`src/logic/cssc_pkg.sv`:
```
// Purpose: Shared constants and types of the codec serial slot controller
// Assumes: AHB-Lite slave, 32-bit data, one register per aligned word
// Notes: Byte offsets below are the register map seen by software
package cssc_pkg;

    // Register byte offsets
    localparam logic [7:0] ADDR_CTRL = 8'h00;
    localparam logic [7:0] ADDR_BIT_CLOCK_DIVIDER = 8'h04;
    localparam logic [7:0] ADDR_SERIAL_LINK_STATUS = 8'h08;
    localparam logic [7:0] ADDR_RECEIVE_SLOT_MASK = 8'h0C;
    localparam logic [7:0] ADDR_TRANSMIT_SLOT_MASK = 8'h10;
    localparam logic [7:0] ADDR_TX_DATA = 8'h14;
    localparam logic [7:0] ADDR_RX_DATA = 8'h18;
    localparam logic [7:0] ADDR_IRQ_ENABLE = 8'h1C;
    localparam logic [7:0] ADDR_IRQ_CLEAR = 8'h20;
    localparam logic [7:0] ADDR_IRQ_STATUS = 8'h24;

    // Field positions and sizes
    localparam int BIT_CLOCK_WIDTH = 12;
    localparam int CTRL_WIDTH = 14;
    localparam int STAT_SLOT_LSB = 8;
    localparam int STAT_ROV_BIT = 3;
    localparam int STAT_RX_FULL_FLAG_BIT = 2;
    localparam int STAT_TX_UNDERFLOW_FLAG_BIT = 1;
    localparam int STAT_TX_EMPTY_FLAG_BIT = 0;
    localparam int BUF_WORDS = 4;
    localparam int SLOT_COUNT = 16;
    localparam int PIN_COUNT = 3;

    // Smallest legal word size code (4 bits per word)
    localparam logic [3:0] MIN_WORD_SIZE = 4'h3;
    localparam logic [1:0] HTRANS_NONSEQ = 2'h2;

    // Reset values
    localparam logic [BIT_CLOCK_WIDTH-1:0] BIT_CLOCK_RST = 12'h000;
    localparam logic [15:0] SLOT_MASK_RST = 16'h0000;
    localparam logic [3:0] IRQ_RST = 4'h0;

    // Control register layout, top bit down to bit 0
    typedef struct packed {
        logic [1:0] bufferDepthSelect;
        logic [3:0] frameWordCount;
        logic [3:0] wordSize;
        logic underflowFillMode;
        logic idleSlotOutputMode;
        logic extClock;
        logic enable;
    } cssc_ctrl_t;

    localparam cssc_ctrl_t CTRL_RST = '0;

    // Status flags, same layout for interrupt status, enable and clear
    typedef struct packed {
        logic rxOverflowFlag;
        logic rxFullFlag;
        logic txUnderflowFlag;
        logic txEmptyFlag;
    } cssc_flags_t;

    typedef enum logic [1:0] {
        ST_IDLE = 2'b00,
        ST_WAIT = 2'b01,
        ST_RUN = 2'b10
    } cssc_state_t;

endpackage : cssc_pkg

```
`src/logic/cssc_pin_sync.sv`:
```
// Purpose: Three-stage pin synchroniser with agreement filter
// Assumes: Pins are asynchronous to sys_clk
// Notes: Output changes only when stages two and three agree
`timescale 1ns/1ps
module cssc_pin_sync #(
    parameter int WIDTH = 3
) (
    input wire logic sys_clk,
    input wire logic rst,
    input wire logic [WIDTH-1:0] pinRaw,
    output logic [WIDTH-1:0] pinClean
);
    logic [WIDTH-1:0] stage1_r;
    logic [WIDTH-1:0] stage2_r;
    logic [WIDTH-1:0] stage3_r;

    // Stage one feeds only stage two, so metastability stays contained
    generate
        for (genvar i = 0; i < WIDTH; i++) begin : g_pin
            always_ff @(posedge sys_clk) begin
                if (rst) begin
                    stage1_r[i] <= 1'b0;
                    stage2_r[i] <= 1'b0;
                    stage3_r[i] <= 1'b0;
                    pinClean[i] <= 1'b0;
                end else begin
                    stage1_r[i] <= pinRaw[i];
                    stage2_r[i] <= stage1_r[i];
                    stage3_r[i] <= stage2_r[i];
                    if (stage2_r[i] == stage3_r[i]) begin
                        pinClean[i] <= stage3_r[i];
                    end
                end
            end
        end
    endgenerate

endmodule : cssc_pin_sync

```
`src/logic/cssc_top.sv`:
```
// Purpose: Slot control, status and serial engine of a framed codec port
// Assumes: sys_clk 25 MHz, synchronous active-high rst, AHB-Lite registers
// Notes: Data change on serial clock rise, sampled on fall
// Overview of operation
// - Twelve-bit bit clock setting, upper bits zero
// - Status reports active slot in bits 11:8
// - Receive overflow flag in status bit 3
// - Receive full flag when the selected buffer depth of words waits
// - Transmit underflow flag in status bit 1
// - Transmit empty flag while holding registers empty
// - Receive mask bit enables capture per slot
// - Transmit mask bit enables shifting per slot
// - Disabled transmit slot tri-stated or driven low
// - Output mode one tri-states, zero drives zeros
// - Underflow resends last word or sends zeros
// - Frame length is field value plus one
// - Buffer one to four words between interrupts
`timescale 1ns/1ps
module cssc_top (
    input wire logic sys_clk,
    input wire logic rst,
    input wire logic hsel,
    input wire logic [31:0] haddr,
    input wire logic [1:0] htrans,
    input wire logic hwrite,
    input wire logic [2:0] hsize,
    input wire logic hready,
    input wire logic [31:0] hwdata,
    output logic hreadyout,
    output logic hresp,
    output logic [31:0] hrdata,
    input wire logic serialClockIn,
    input wire logic frameSyncIn,
    input wire logic serialDataIn,
    output logic serialClockOut,
    output logic serialClockOutEnN,
    output logic frameSyncOut,
    output logic frameSyncOutEnN,
    output logic serialDataOut,
    output logic serialDataOutEnN,
    output logic irq
);
    import cssc_pkg::*;

    // Pick one slot's enable bit; shared by receive and transmit
    function automatic logic slotBit(input logic [15:0] mask, input logic [3:0] slot);
        slotBit = mask[slot];
    endfunction : slotBit

    logic [PIN_COUNT-1:0] pinClean;
    logic sclkSync, fsSync, sdiSync;

    cssc_pin_sync #(.WIDTH(PIN_COUNT)) u_sync (
        .sys_clk(sys_clk),
        .rst(rst),
        .pinRaw({serialClockIn, frameSyncIn, serialDataIn}),
        .pinClean(pinClean)
    );
    assign {sclkSync, fsSync, sdiSync} = pinClean;

    // Register and buffer state
    cssc_ctrl_t ctrl_r, ctrl_nxt;
    logic [BIT_CLOCK_WIDTH-1:0] bitClock_r, bitClock_nxt;
    logic [15:0] rxMask_r, rxMask_nxt, txMask_r, txMask_nxt;
    cssc_flags_t flags_r, flags_nxt, irqStat_r, irqStat_nxt, irqEn_r, irqEn_nxt;
    logic [15:0] rxBuf_r [BUF_WORDS], rxBuf_nxt [BUF_WORDS];
    logic [15:0] txBuf_r [BUF_WORDS], txBuf_nxt [BUF_WORDS];
    logic [2:0] rxCnt_r, rxCnt_nxt, txCnt_r, txCnt_nxt;
    logic [1:0] rxRd_r, rxRd_nxt, txRd_r, txRd_nxt;
    logic [15:0] lastTx_r, lastTx_nxt;
    logic pend_r, pend_nxt, pendWrite_r, pendWrite_nxt;
    logic [7:0] pendAddr_r, pendAddr_nxt;
    logic hreadyout_nxt, irq_nxt;
    logic [31:0] hrdata_nxt;

    // Serial engine state
    cssc_state_t state_r, state_nxt;
    logic [3:0] slot_r, slot_nxt, bitCnt_r, bitCnt_nxt;
    logic [BIT_CLOCK_WIDTH-1:0] divCnt_r, divCnt_nxt;
    logic sclkPrev_r, sclkPrev_nxt;
    logic txOn_r, txOn_nxt, rxOn_r, rxOn_nxt;
    logic [15:0] txWord_r, txWord_nxt, rxShift_r, rxShift_nxt;
    logic sclkOut_nxt, fsOut_nxt, sdo_nxt, sdoEnN_nxt, clkEnN_nxt, fsEnN_nxt;
    logic txPop, rxPush, riseEv, fallEv, doLoad, fsSample;
    logic [15:0] pushWord;
    logic [3:0] loadSlot, wordTop;

    logic addrPhase;
    assign addrPhase = hsel && hready && (htrans == HTRANS_NONSEQ);

    // Bus slave, registers, holding buffers and flags
    always_comb begin
        logic [2:0] depth;
        logic [7:0] a;
        cssc_flags_t ev;
        logic rdPop, wrTx;
        depth = {1'b0, ctrl_r.bufferDepthSelect} + 3'h1;
        a = pendAddr_r;
        ev = '0;
        ctrl_nxt = ctrl_r;
        bitClock_nxt = bitClock_r;
        rxMask_nxt = rxMask_r;
        txMask_nxt = txMask_r;
        flags_nxt = flags_r;
        irqStat_nxt = irqStat_r;
        irqEn_nxt = irqEn_r;
        rxBuf_nxt = rxBuf_r;
        txBuf_nxt = txBuf_r;
        rxCnt_nxt = rxCnt_r;
        txCnt_nxt = txCnt_r;
        rxRd_nxt = rxRd_r;
        txRd_nxt = txRd_r;
        lastTx_nxt = lastTx_r;
        pend_nxt = 1'b0;
        pendWrite_nxt = pendWrite_r;
        pendAddr_nxt = pendAddr_r;
        hreadyout_nxt = 1'b1;
        hrdata_nxt = hrdata;
        rdPop = 1'b0;
        wrTx = 1'b0;
        // One wait state lets read data come from a flip-flop
        if (addrPhase) begin
            pend_nxt = 1'b1;
            pendWrite_nxt = hwrite;
            pendAddr_nxt = haddr[7:0];
            hreadyout_nxt = 1'b0;
        end
        if (pend_r && pendWrite_r) begin
            unique case (a)
                ADDR_CTRL: ctrl_nxt = cssc_ctrl_t'(hwdata[CTRL_WIDTH-1:0]);
                ADDR_BIT_CLOCK_DIVIDER: bitClock_nxt = hwdata[BIT_CLOCK_WIDTH-1:0];
                ADDR_RECEIVE_SLOT_MASK: rxMask_nxt = hwdata[15:0];
                ADDR_TRANSMIT_SLOT_MASK: txMask_nxt = hwdata[15:0];
                ADDR_TX_DATA: wrTx = 1'b1;
                ADDR_IRQ_ENABLE: irqEn_nxt = cssc_flags_t'(hwdata[3:0]);
                ADDR_IRQ_CLEAR: irqStat_nxt = irqStat_r & ~cssc_flags_t'(hwdata[3:0]);
                default: ; // Status is read-only, other addresses ignored
            endcase
        end
        if (pend_r && !pendWrite_r) begin
            unique case (a)
                ADDR_CTRL: hrdata_nxt = {18'h0, ctrl_r};
                ADDR_BIT_CLOCK_DIVIDER: hrdata_nxt = {20'h0, bitClock_r};
                ADDR_SERIAL_LINK_STATUS: hrdata_nxt = {20'h0, slot_r, 4'h0, flags_r};
                ADDR_RECEIVE_SLOT_MASK: hrdata_nxt = {16'h0, rxMask_r};
                ADDR_TRANSMIT_SLOT_MASK: hrdata_nxt = {16'h0, txMask_r};
                ADDR_RX_DATA: begin
                    hrdata_nxt = {16'h0, rxBuf_r[rxRd_r]};
                    rdPop = flags_r.rxFullFlag;
                end
                ADDR_IRQ_ENABLE: hrdata_nxt = {28'h0, irqEn_r};
                ADDR_IRQ_STATUS: hrdata_nxt = {28'h0, irqStat_r};
                default: hrdata_nxt = 32'h0;
            endcase
        end
        // Reading the last buffered word while full frees the receive buffer; reads when not full do not pop
        if (rdPop) begin
            if ({1'b0, rxRd_r} + 3'h1 == rxCnt_r) begin
                rxRd_nxt = 2'h0;
                rxCnt_nxt = 3'h0;
                flags_nxt.rxFullFlag = 1'b0;
                flags_nxt.rxOverflowFlag = 1'b0;
            end else begin
                rxRd_nxt = rxRd_r + 2'h1;
            end
        end
        // Word from the link: store, or overflow when still full
        if (rxPush) begin
            if (flags_nxt.rxFullFlag) begin
                flags_nxt.rxOverflowFlag = 1'b1;
                ev.rxOverflowFlag = 1'b1;
            end else begin
                // A pop that just emptied the buffer frees index zero for this word
                rxBuf_nxt[rxCnt_nxt[1:0]] = pushWord;
                rxCnt_nxt = rxCnt_nxt + 3'h1;
                if (rxCnt_nxt >= depth) begin
                    flags_nxt.rxFullFlag = 1'b1;
                    ev.rxFullFlag = 1'b1;
                end
            end
        end
        // Slot takes a word; an empty buffer is an underflow
        if (txPop) begin
            if (txCnt_r == 3'h0) begin
                ev.txUnderflowFlag = 1'b1;
            end else if ({1'b0, txRd_r} + 3'h1 == txCnt_r) begin
                txRd_nxt = 2'h0;
                txCnt_nxt = 3'h0;
                ev.txEmptyFlag = 1'b1;
            end else begin
                txRd_nxt = txRd_r + 2'h1;
            end
        end
        // Writes beyond the selected depth are dropped
        if (wrTx && txCnt_nxt < depth) begin
            txBuf_nxt[txCnt_nxt[1:0]] = hwdata[15:0];
            txCnt_nxt = txCnt_nxt + 3'h1;
            lastTx_nxt = hwdata[15:0];
            flags_nxt.txUnderflowFlag = 1'b0;
        end
        // Underflow set wins over the clear by a write
        if (ev.txUnderflowFlag) begin
            flags_nxt.txUnderflowFlag = 1'b1;
        end
        flags_nxt.txEmptyFlag = (txCnt_nxt == 3'h0);
        irqStat_nxt = irqStat_nxt | ev;
        irq_nxt = |(irqStat_r & irqEn_r);
    end

    always_ff @(posedge sys_clk) begin
        if (rst) begin
            ctrl_r <= CTRL_RST;
            bitClock_r <= BIT_CLOCK_RST;
            rxMask_r <= SLOT_MASK_RST;
            txMask_r <= SLOT_MASK_RST;
            flags_r <= cssc_flags_t'(4'h1);
            irqStat_r <= IRQ_RST;
            irqEn_r <= IRQ_RST;
            for (int i = 0; i < BUF_WORDS; i++) begin
                rxBuf_r[i] <= 16'h0000;
                txBuf_r[i] <= 16'h0000;
            end
            rxCnt_r <= 3'h0;
            txCnt_r <= 3'h0;
            rxRd_r <= 2'h0;
            txRd_r <= 2'h0;
            lastTx_r <= 16'h0000;
            pend_r <= 1'b0;
            pendWrite_r <= 1'b0;
            pendAddr_r <= 8'h00;
            hreadyout <= 1'b1;
            hrdata <= 32'h0000_0000;
            hresp <= 1'b0;
            irq <= 1'b0;
        end else begin
            ctrl_r <= ctrl_nxt;
            bitClock_r <= bitClock_nxt;
            rxMask_r <= rxMask_nxt;
            txMask_r <= txMask_nxt;
            flags_r <= flags_nxt;
            irqStat_r <= irqStat_nxt;
            irqEn_r <= irqEn_nxt;
            rxBuf_r <= rxBuf_nxt;
            txBuf_r <= txBuf_nxt;
            rxCnt_r <= rxCnt_nxt;
            txCnt_r <= txCnt_nxt;
            rxRd_r <= rxRd_nxt;
            txRd_r <= txRd_nxt;
            lastTx_r <= lastTx_nxt;
            pend_r <= pend_nxt;
            pendWrite_r <= pendWrite_nxt;
            pendAddr_r <= pendAddr_nxt;
            hreadyout <= hreadyout_nxt;
            hrdata <= hrdata_nxt;
            hresp <= 1'b0;
            irq <= irq_nxt;
        end
    end

    // Bit clock edges: internal divider or the synchronised pin
    always_comb begin
        logic divTc;
        divTc = (divCnt_r == bitClock_r);
        if (ctrl_r.extClock) begin
            riseEv = sclkSync && !sclkPrev_r;
            fallEv = !sclkSync && sclkPrev_r;
        end else begin
            riseEv = divTc && !serialClockOut;
            fallEv = divTc && serialClockOut;
        end
        fsSample = ctrl_r.extClock ? fsSync : frameSyncOut;
        wordTop = (ctrl_r.wordSize < MIN_WORD_SIZE) ? MIN_WORD_SIZE : ctrl_r.wordSize;
    end

    // Serial engine: slot counting, capture and shifting
    always_comb begin
        state_nxt = state_r;
        slot_nxt = slot_r;
        bitCnt_nxt = bitCnt_r;
        divCnt_nxt = divCnt_r;
        sclkPrev_nxt = sclkSync;
        txOn_nxt = txOn_r;
        rxOn_nxt = rxOn_r;
        txWord_nxt = txWord_r;
        rxShift_nxt = rxShift_r;
        sclkOut_nxt = serialClockOut;
        fsOut_nxt = frameSyncOut;
        sdo_nxt = serialDataOut;
        sdoEnN_nxt = serialDataOutEnN;
        clkEnN_nxt = !(ctrl_r.enable && !ctrl_r.extClock);
        fsEnN_nxt = clkEnN_nxt;
        txPop = 1'b0;
        rxPush = 1'b0;
        pushWord = 16'h0000;
        doLoad = 1'b0;
        loadSlot = 4'h0;
        if (!ctrl_r.enable) begin
            state_nxt = ST_IDLE;
            slot_nxt = 4'h0;
            divCnt_nxt = '0;
            sclkOut_nxt = 1'b0;
            fsOut_nxt = 1'b0;
            sdo_nxt = 1'b0;
            sdoEnN_nxt = 1'b1;
            txOn_nxt = 1'b0;
            rxOn_nxt = 1'b0;
        end else begin
            // Outside enabled transmit slots the idle mode applies at once, not from the next bit
            if (!txOn_r) begin
                sdo_nxt = 1'b0;
                sdoEnN_nxt = ctrl_r.idleSlotOutputMode;
            end
            if (!ctrl_r.extClock) begin
                if (divCnt_r == bitClock_r) begin
                    divCnt_nxt = '0;
                    sclkOut_nxt = !serialClockOut;
                end else begin
                    divCnt_nxt = divCnt_r + 12'h001;
                end
            end
            // Sample edge: capture enabled slots, detect frame sync
            if (fallEv) begin
                if (state_r == ST_RUN && rxOn_r) begin
                    rxShift_nxt = {rxShift_r[14:0], sdiSync};
                    if (bitCnt_r == 4'h0) begin
                        rxPush = 1'b1;
                        pushWord = {rxShift_r[14:0], sdiSync};
                    end
                end
                if (fsSample) begin
                    state_nxt = ST_WAIT;
                end
            end
            // Drive edge: advance bit and slot counters
            if (riseEv) begin
                unique case (state_r)
                    ST_IDLE: ;
                    ST_WAIT: begin
                        state_nxt = ST_RUN;
                        doLoad = 1'b1;
                        loadSlot = 4'h0;
                    end
                    ST_RUN: begin
                        if (bitCnt_r != 4'h0) begin
                            bitCnt_nxt = bitCnt_r - 4'h1;
                        end else if (slot_r == ctrl_r.frameWordCount) begin
                            state_nxt = ST_IDLE;
                            txOn_nxt = 1'b0;
                        end else begin
                            doLoad = 1'b1;
                            loadSlot = slot_r + 4'h1;
                        end
                    end
                    default: state_nxt = ST_IDLE;
                endcase
                if (doLoad) begin
                    slot_nxt = loadSlot;
                    bitCnt_nxt = wordTop;
                    rxShift_nxt = 16'h0000;
                    rxOn_nxt = slotBit(rxMask_r, loadSlot);
                    txOn_nxt = slotBit(txMask_r, loadSlot);
                    txPop = txOn_nxt;
                    if (txCnt_r != 3'h0) begin
                        txWord_nxt = txBuf_r[txRd_r];
                    end else begin
                        txWord_nxt = ctrl_r.underflowFillMode ? lastTx_r : 16'h0000;
                    end
                end
                if (state_nxt == ST_RUN && txOn_nxt) begin
                    sdo_nxt = txWord_nxt[bitCnt_nxt];
                    sdoEnN_nxt = 1'b0;
                end else begin
                    sdo_nxt = 1'b0;
                    sdoEnN_nxt = ctrl_r.idleSlotOutputMode;
                end
                fsOut_nxt = (state_nxt == ST_IDLE) ||
                    (state_nxt == ST_RUN && bitCnt_nxt == 4'h0 && slot_nxt == ctrl_r.frameWordCount);
            end
        end
    end

    always_ff @(posedge sys_clk) begin
        if (rst) begin
            state_r <= ST_IDLE;
            slot_r <= 4'h0;
            bitCnt_r <= 4'h0;
            divCnt_r <= '0;
            sclkPrev_r <= 1'b0;
            txOn_r <= 1'b0;
            rxOn_r <= 1'b0;
            txWord_r <= 16'h0000;
            rxShift_r <= 16'h0000;
            serialClockOut <= 1'b0;
            serialClockOutEnN <= 1'b1;
            frameSyncOut <= 1'b0;
            frameSyncOutEnN <= 1'b1;
            serialDataOut <= 1'b0;
            serialDataOutEnN <= 1'b1;
        end else begin
            state_r <= state_nxt;
            slot_r <= slot_nxt;
            bitCnt_r <= bitCnt_nxt;
            divCnt_r <= divCnt_nxt;
            sclkPrev_r <= sclkPrev_nxt;
            txOn_r <= txOn_nxt;
            rxOn_r <= rxOn_nxt;
            txWord_r <= txWord_nxt;
            rxShift_r <= rxShift_nxt;
            serialClockOut <= sclkOut_nxt;
            serialClockOutEnN <= clkEnN_nxt;
            frameSyncOut <= fsOut_nxt;
            frameSyncOutEnN <= fsEnN_nxt;
            serialDataOut <= sdo_nxt;
            serialDataOutEnN <= sdoEnN_nxt;
        end
    end
endmodule : cssc_top

```
`config.mk`:
```
export PLATFORM = sky130hd
export DESIGN_NAME = cssc_top
export DESIGN_NICKNAME = d
export VERILOG_FILES = /design/src/logic/cssc_pkg.sv /design/src/logic/cssc_pin_sync.sv /design/src/logic/cssc_top.sv
export SDC_FILE = /design/constraint.sdc
export NUM_CORES = 1
export LEC_CHECK = 0
export BUFFER_PORTS_ARGS = -buffer_cell sky130_fd_sc_hd__buf_2
export CELL_PAD_IN_SITES_DETAIL_PLACEMENT = 1
export CELL_PAD_IN_SITES_GLOBAL_PLACEMENT = 2
export CORE_UTILIZATION = 32
export DETAILED_ROUTE_END_ITERATION = 6
export GPL_TIMING_DRIVEN = 0
export PLACE_DENSITY = 0.67
export SLEW_MARGIN = 20
export SYNTH_ARGS = -nofsm -noshare
export SYNTH_HDL_FRONTEND = slang
export SYNTH_SLANG_ARGS = --single-unit
```
`constraint.sdc`:
```
create_clock -name sys_clk -period 5.75 [get_ports sys_clk]
set_input_delay 0 -clock sys_clk [delete_from_list [all_inputs] [get_ports sys_clk]]
set_output_delay 0 -clock sys_clk [all_outputs]
set_load 0.01 [all_outputs]
```
# Word level (Yosys, flattened, before mapping)
# Index checks and enable logic that the tools add are counted.
# totals
regBits,342
output_inout_bits,41
wordCells,282
# op_classes
add_sub_neg,10
order_cmp,11
n_eq_ne,22
mux,115
bitwise_logic,12
reduce_logical,45
# ops
op,n
two-way mux 16 bit,19
bitwise mux 64 bit,2
case mux 16 bit (8 select lines),1
binary-select mux 16 bit (select 2 bit),2
demux 16 bit (select 2 bit),2
two-way mux 4 bit,16
two-way mux 1 bit,45
"== test 8 x 5 -> 1 bit, second input constant",4
two-way mux 2 bit,14
two-way mux 3 bit,8
AND reduction 2 bit,10
"== test 8 x 4 -> 1 bit, second input constant",2
"== test 8 x 6 -> 1 bit, second input constant",2
logical AND 1 bit,16
"adder 12 x 1 -> 12 bit, second input constant",1
binary-select mux 1 bit (select 4 bit),3
== test 12 bit,1
">= comparator 3 bit, second input constant",4
two-way mux 12 bit,1
inverter 2 -> 3 bit,4
"less-than comparator 4 x 5 -> 1 bit, second input constant",2
"adder 2 x 1 -> 3 bit, second input constant",3
AND 4 bit,2
== test 4 bit,2
other kinds (30),49

# Depth between registers and ports, before layout
# depth
ltp_word,18
mapped_depth,17
ltp_nobuf,15

# By module
# Synthesis repeated with hierarchy kept, for this count alone.
# unflattened
hier_cells,1826
hier_area_um2,14930.6
# by_module_without_submodules
module,instances,cells_per_inst,area_each_um2
cssc_top,1,1795,14542.7
cssc_pin_sync,1,31,387.9

# Worst setup path after synthesis
# No wires, ideal clock.
# synth_timing
kind,flip-flop to flip-flop
startpoint,register slot_r[1]
endpoint,register txBuf_r[10] (netlist bit)
setup_ps,70
arrival_time_ps,3947
slack_ps,1733
path_stages_with_launch,17
path_buffers,3
period_less_slack_ps,4017
path_cell_list,dfxtp_1 -> ha_1 -> clkbuf_1 -> mux4_2 -> mux2_2 -> nor3_1 -> o21ba_2 -> a21boi_0 -> ha_1 -> a21o_1 -> nand2_1 -> and3_1 -> and2_1 -> clkbuf_1 -> clkbuf_1 -> nand3_1 -> a21oi_1
# synth_between
elab_chain_len,18
# synth_rtl
item,line,rtl
"start, declared",cssc_top.sv:78,"logic [3:0] slot_r, slot_nxt, bitCnt_r, bitCnt_nxt;"
"start signal, assigned",cssc_top.sv:401,slot_r <= slot_nxt;
adder 4 x 1 -> 4 bit / == test 4 bit (equally long branches),"cssc_top.sv:351, cssc_top.sv:346",
two-way mux 4 bit,cssc_top.sv:346,end else if (slot_r == ctrl_r.frameWordCount) begin
two-way mux 4 bit,cssc_top.sv:344,if (bitCnt_r != 4'h0) begin
two-way mux 4 bit,cssc_top.sv:336,unique case (state_r)
two-way mux 4 bit,cssc_top.sv:335,if (riseEv) begin
two-way mux 4 bit,cssc_top.sv:297,if (!ctrl_r.enable) begin
binary-select mux 1 bit (select 4 bit),cssc_top.sv:47,slotBit = mask[slot];
two-way mux 1 bit (not written as such),cssc_top.sv:47,
[2 not listed],-,
two-way mux 1 bit (*),cssc_top.sv:297,
two-way mux 3 bit (*),cssc_top.sv:183,if (txPop) begin
inverter 2 -> 3 bit (not written as such),cssc_top.sv:196,txBuf_nxt[txCnt_nxt[1:0]] = hwdata[15:0];
>= comparator 3 bit (not written as such) / less-than comparator 3 x 1 -> 1 bit (equally long branches),cssc_top.sv:196,
logical AND 1 bit (not written as such),cssc_top.sv:196,
two-way mux 16 bit (not written as such),cssc_top.sv:196,
demux 16 bit (select 2 bit),cssc_top.sv:196,
bitwise mux 64 bit,cssc_top.sv:196,
"end signal, assigned",cssc_top.sv:244,txBuf_r <= txBuf_nxt;
"end, declared",cssc_top.sv:67,"logic [15:0] txBuf_r [BUF_WORDS], txBuf_nxt [BUF_WORDS];"
# Mark *: on every way between the ends. The rest lies on a longest branch, timed or not. The select of a mux whose other input is x is not followed.
# A chain may end at the register's enable or synchronous reset.

# Worst setup path in the final report
# Same ends and word-level chain as after synthesis.

==> summary.txt <==
Outcome
  • Status: complete, but fails checks
  • Failing checks: design-rule violations

Final layout
  • Fraction of layout cells with a size suffix above 1: 10.9%
  • Multi-input gate area: 7920 µm²
  • Area grow syn2layout: 17.8%
  • Finished layout cell area: 17800 µm²
  • Final Non-Filler Cells: 2533
  • Register area: 6510 µm²
  • Final core occ: 38.2%
  • # fillers: 5474
  • Nets@finish: 1995
  • Most common cell after layout, fill and taps aside: dfxtp_1
  • Antenna diodes: 0
  • Most frequent cells in the layout: dfxtp_1 (325), a21oi_1 (227), nand2_1 (216)

CTS
  • Bufs on Longest Clock Path: 3
  • CTS sink cnt: 325
  • H-tree depth: 2
  • Worst skew pair latency: 580 ps
  • Clock Pin Slew Worst Setup and Hold Paths: 60 ps
  • Number of buffers created by CTS: 41
  • Post-CTS setup buffer count: 0
  • CTS tree: built
  • CTS Root Buffer Type: clkbuf_16

Yosys
  • Mapped Area: 15100 µm²
  • Post-synth EDFFs: 0
  • Cells after synthesis: 1765
  • Post-synth cell types: 67
  • Synth top area cells: dfxtp_1 (43%), a21oi_1 (7.5%), mux2i_1 (6.3%)
  • Top-area cell type share of the netlist area: 43.0%
  • Share of flip-flops with an asynchronous set or reset: 0%
  • Yosys top cell by area: dfxtp_1
  • Sequential share of the synthesized area: 43.0%
  • Yosys warns: 0
  • Syn Area/Cell: 8.58 µm²
  • Synth Flop Type: dfxtp_1
  • Yosys reg bits: 325

GRT
  • Total congestion overflow: 0
  • First-pass GRT wire length: 88.1 mm
  • Largest net degree at the start of global routing: 13
  • Total GRT Usage: 24.5%
  • Vias in the first global route: 13800
  • Initial antenna violation count: 0

Timing
  • Setup-failing EPs final: 0
  • Max Clk Rate: 186 MHz
  • Final worst-path cycle share: 93.7%
  • Max-slew headroom: 18.6%
  • Final worst slack: 362 ps
  • Worst-case hold slack: 46.3 ps
  • Tmin final: 5390 ps
  • Unrepaired setup endpoints after global routing: no
  • Setup TNS: 0 ps
  • Clock skew: 22.9 ps
  • Worst slew pin tran: 1220 ps
  • Fin. Hold Viols: 0
  • Fin. max-slew vios: 0

Pwr
  • VDD IR-drop max: 0.168 mV
  • Pleak: 6.57 nW
  • PD cells: 286 nW/µm²
  • Total Power: 5.10 mW

Place
  • Post-DP HPWL: 43.0 mm
  • Port bufs: 47
  • Placed instance area: 16200 µm²
  • Place WS: 336 ps
  • Placed cells: 2436
  • RePlAce Congestion: 0.860

Die
  • Row Count: 79
  • Io pins: 118
  • Die extent in y: 220 µm
  • Die Wd: 220 µm
  • Starting Density: 32.5%
  • Full die area: 48200 µm²
  • CORE AREA: 46700 µm²

Routing
  • Vias/cell: 5.46
  • DR pass1 iterations: 7
  • # DRC: 11
  • Post-Route WL: 58.9 mm
  • Initial DRC count: 958
  • Detailed-route via count: 13800
  • Drt wl/cell: 23.3 µm
  • Final ANT Viol Nets: 0

Critical path
  • Critical Path RT: 6250 ps
  • R2R cell count: 16
  • Crit path capture type: flip-flop
  • Startpoint types: flip-flop
  • Worst-path fanout max: 10
  • Critical path class: flip-flop to flip-flop
  • Worst EP arrival: 5880 ps

Flow run
  • Max_cap viols: 0

Min path
  • Hold path cells: 3
  • Worst hold path class: input port to flip-flop
-- state kept, by name (all words and copies together), names as in the netlist, 4 cells and up --
| signal | cells |
|---|---|
| txMask_r | 16 |
| txBuf_r | 64 |
| txWord_r | 16 |
| pendAddr_r | 8 |
| rxShift_r | 15 |
| irqStat_r | 4 |
| irqEn_r | 4 |
| rxBuf_r | 64 |
| rxMask_r | 16 |
| hrdata | 16 |
| flags_r | 4 |
| lastTx_r | 16 |
| ctrl_r | 14 |
| slot_r | 4 |
| bitCnt_r | 4 |
| bitClock_r | 12 |
| divCnt_r | 12 |
-- what timing repair did --
action	4_1_cts	5_1_grt
endpoints found under the setup margin	0	3
hold endpoints to repair	51	0
hold buffers	22	0
gates resized for setup	0	2
-- cell type report --
| cell class | instances | area share, % |
|---|---|---|
| Inverter | 16 | 0.337 |
| Buffer | 166 | 4.09 |
| Timing Repair Buffer | 70 | 2.64 |
| Clock inverter | 11 | 0.870 |
| Clock buffer | 64 | 6.91 |
| Tap cell | 607 | 4.26 |
| Sequential cell | 325 | 36.5 |
| Multi-Input combinational cell | 1274 | 44.4 |
-- final timing paths --
| path | slack [ps] | to | from |
|---|---|---|---|
| setup / recovery | 360 | txBuf_r[10] | slot_r[1] |
| hold / removal | 50 | pend_r | htrans[0] |
| setup reg to reg | 360 | txBuf_r[10] | slot_r[1] |
| hold reg to reg | 430 | u_sync.stage2_r[0] | u_sync.stage1_r[0] |
-- report_power, final --
part	total [mW]	switching (mW)	leakage [nW]	internal, mW
registers	2.26	0.00291	2.62	2.26
logic	0.160	0.122	3.27	0.0383
clock network	2.68	1.07	0.682	1.61
total	5.10	1.20	6.57	3.91
-- worst max-delay path: stages (launching register included) --
cell and delay, ps:
dfxtp_1 420, ha_1 340, clkbuf_1 400, mux4_2 610
mux2_2 280, nor3_1 220, o21ba_2 270, a21boi_0 540
ha_1 390, a21o_1 190, nand2_1 80, and3_1 230
and2_1 140, clkbuf_1 370, clkbuf_1 480, nand3_1 160
a21oi_1 180
-- layer usage --
metal	routed length (µm)	global-route usage, %	share of wire [%]	vias to the layer above
li1	-	-	-	6490
met1	28600	35.0	49	6916
met2	26000	38.1	44	333
met3	2730	3.04	4.6	95
met4	1620	8.15	2.8	0
met5	0	0	0	-
-- cells in the mapped netlist (all sizes together), types with 5 or more instances --
| cell type | number |
|---|---|
| xnor2 | 9 |
| inv | 16 |
| a222oi | 5 |
| and2 | 6 |
| nor2 | 185 |
| a22o | 5 |
| nand3b | 5 |
| mux4 | 39 |
| a31oi | 8 |
| a221oi | 5 |
| nor2b | 17 |
| buf | 42 |
| mux2i | 95 |
| a21oi | 227 |
| ha | 24 |
| a22oi | 51 |
| nand2b | 9 |
| and3 | 7 |
| nand3 | 79 |
| clkbuf | 124 |
| xor2 | 32 |
| nor3 | 19 |
| nand4 | 52 |
| o21ai | 97 |
| dfxtp | 325 |
| nand2 | 216 |
| nor4 | 5 |
-- kinds of logic (layout without fill, tap and decap cells) --
| group | after synthesis | after routing | share of synthesized area, % |
|---|---|---|---|
| other cells | 1 | 17 | 0.0248 |
| buf+inv | 182 | 327 | 5.20 |
| fa+ha+maj | 24 | 24 | 1.98 |
| flops | 325 | 325 | 43.0 |
| simple gates | 620 | 620 | 18.6 |
| xor+xnor | 41 | 41 | 2.37 |
| compound gates | 437 | 437 | 16.7 |
| mux | 135 | 135 | 12.2 |
(Power assumes the default switching activity.)
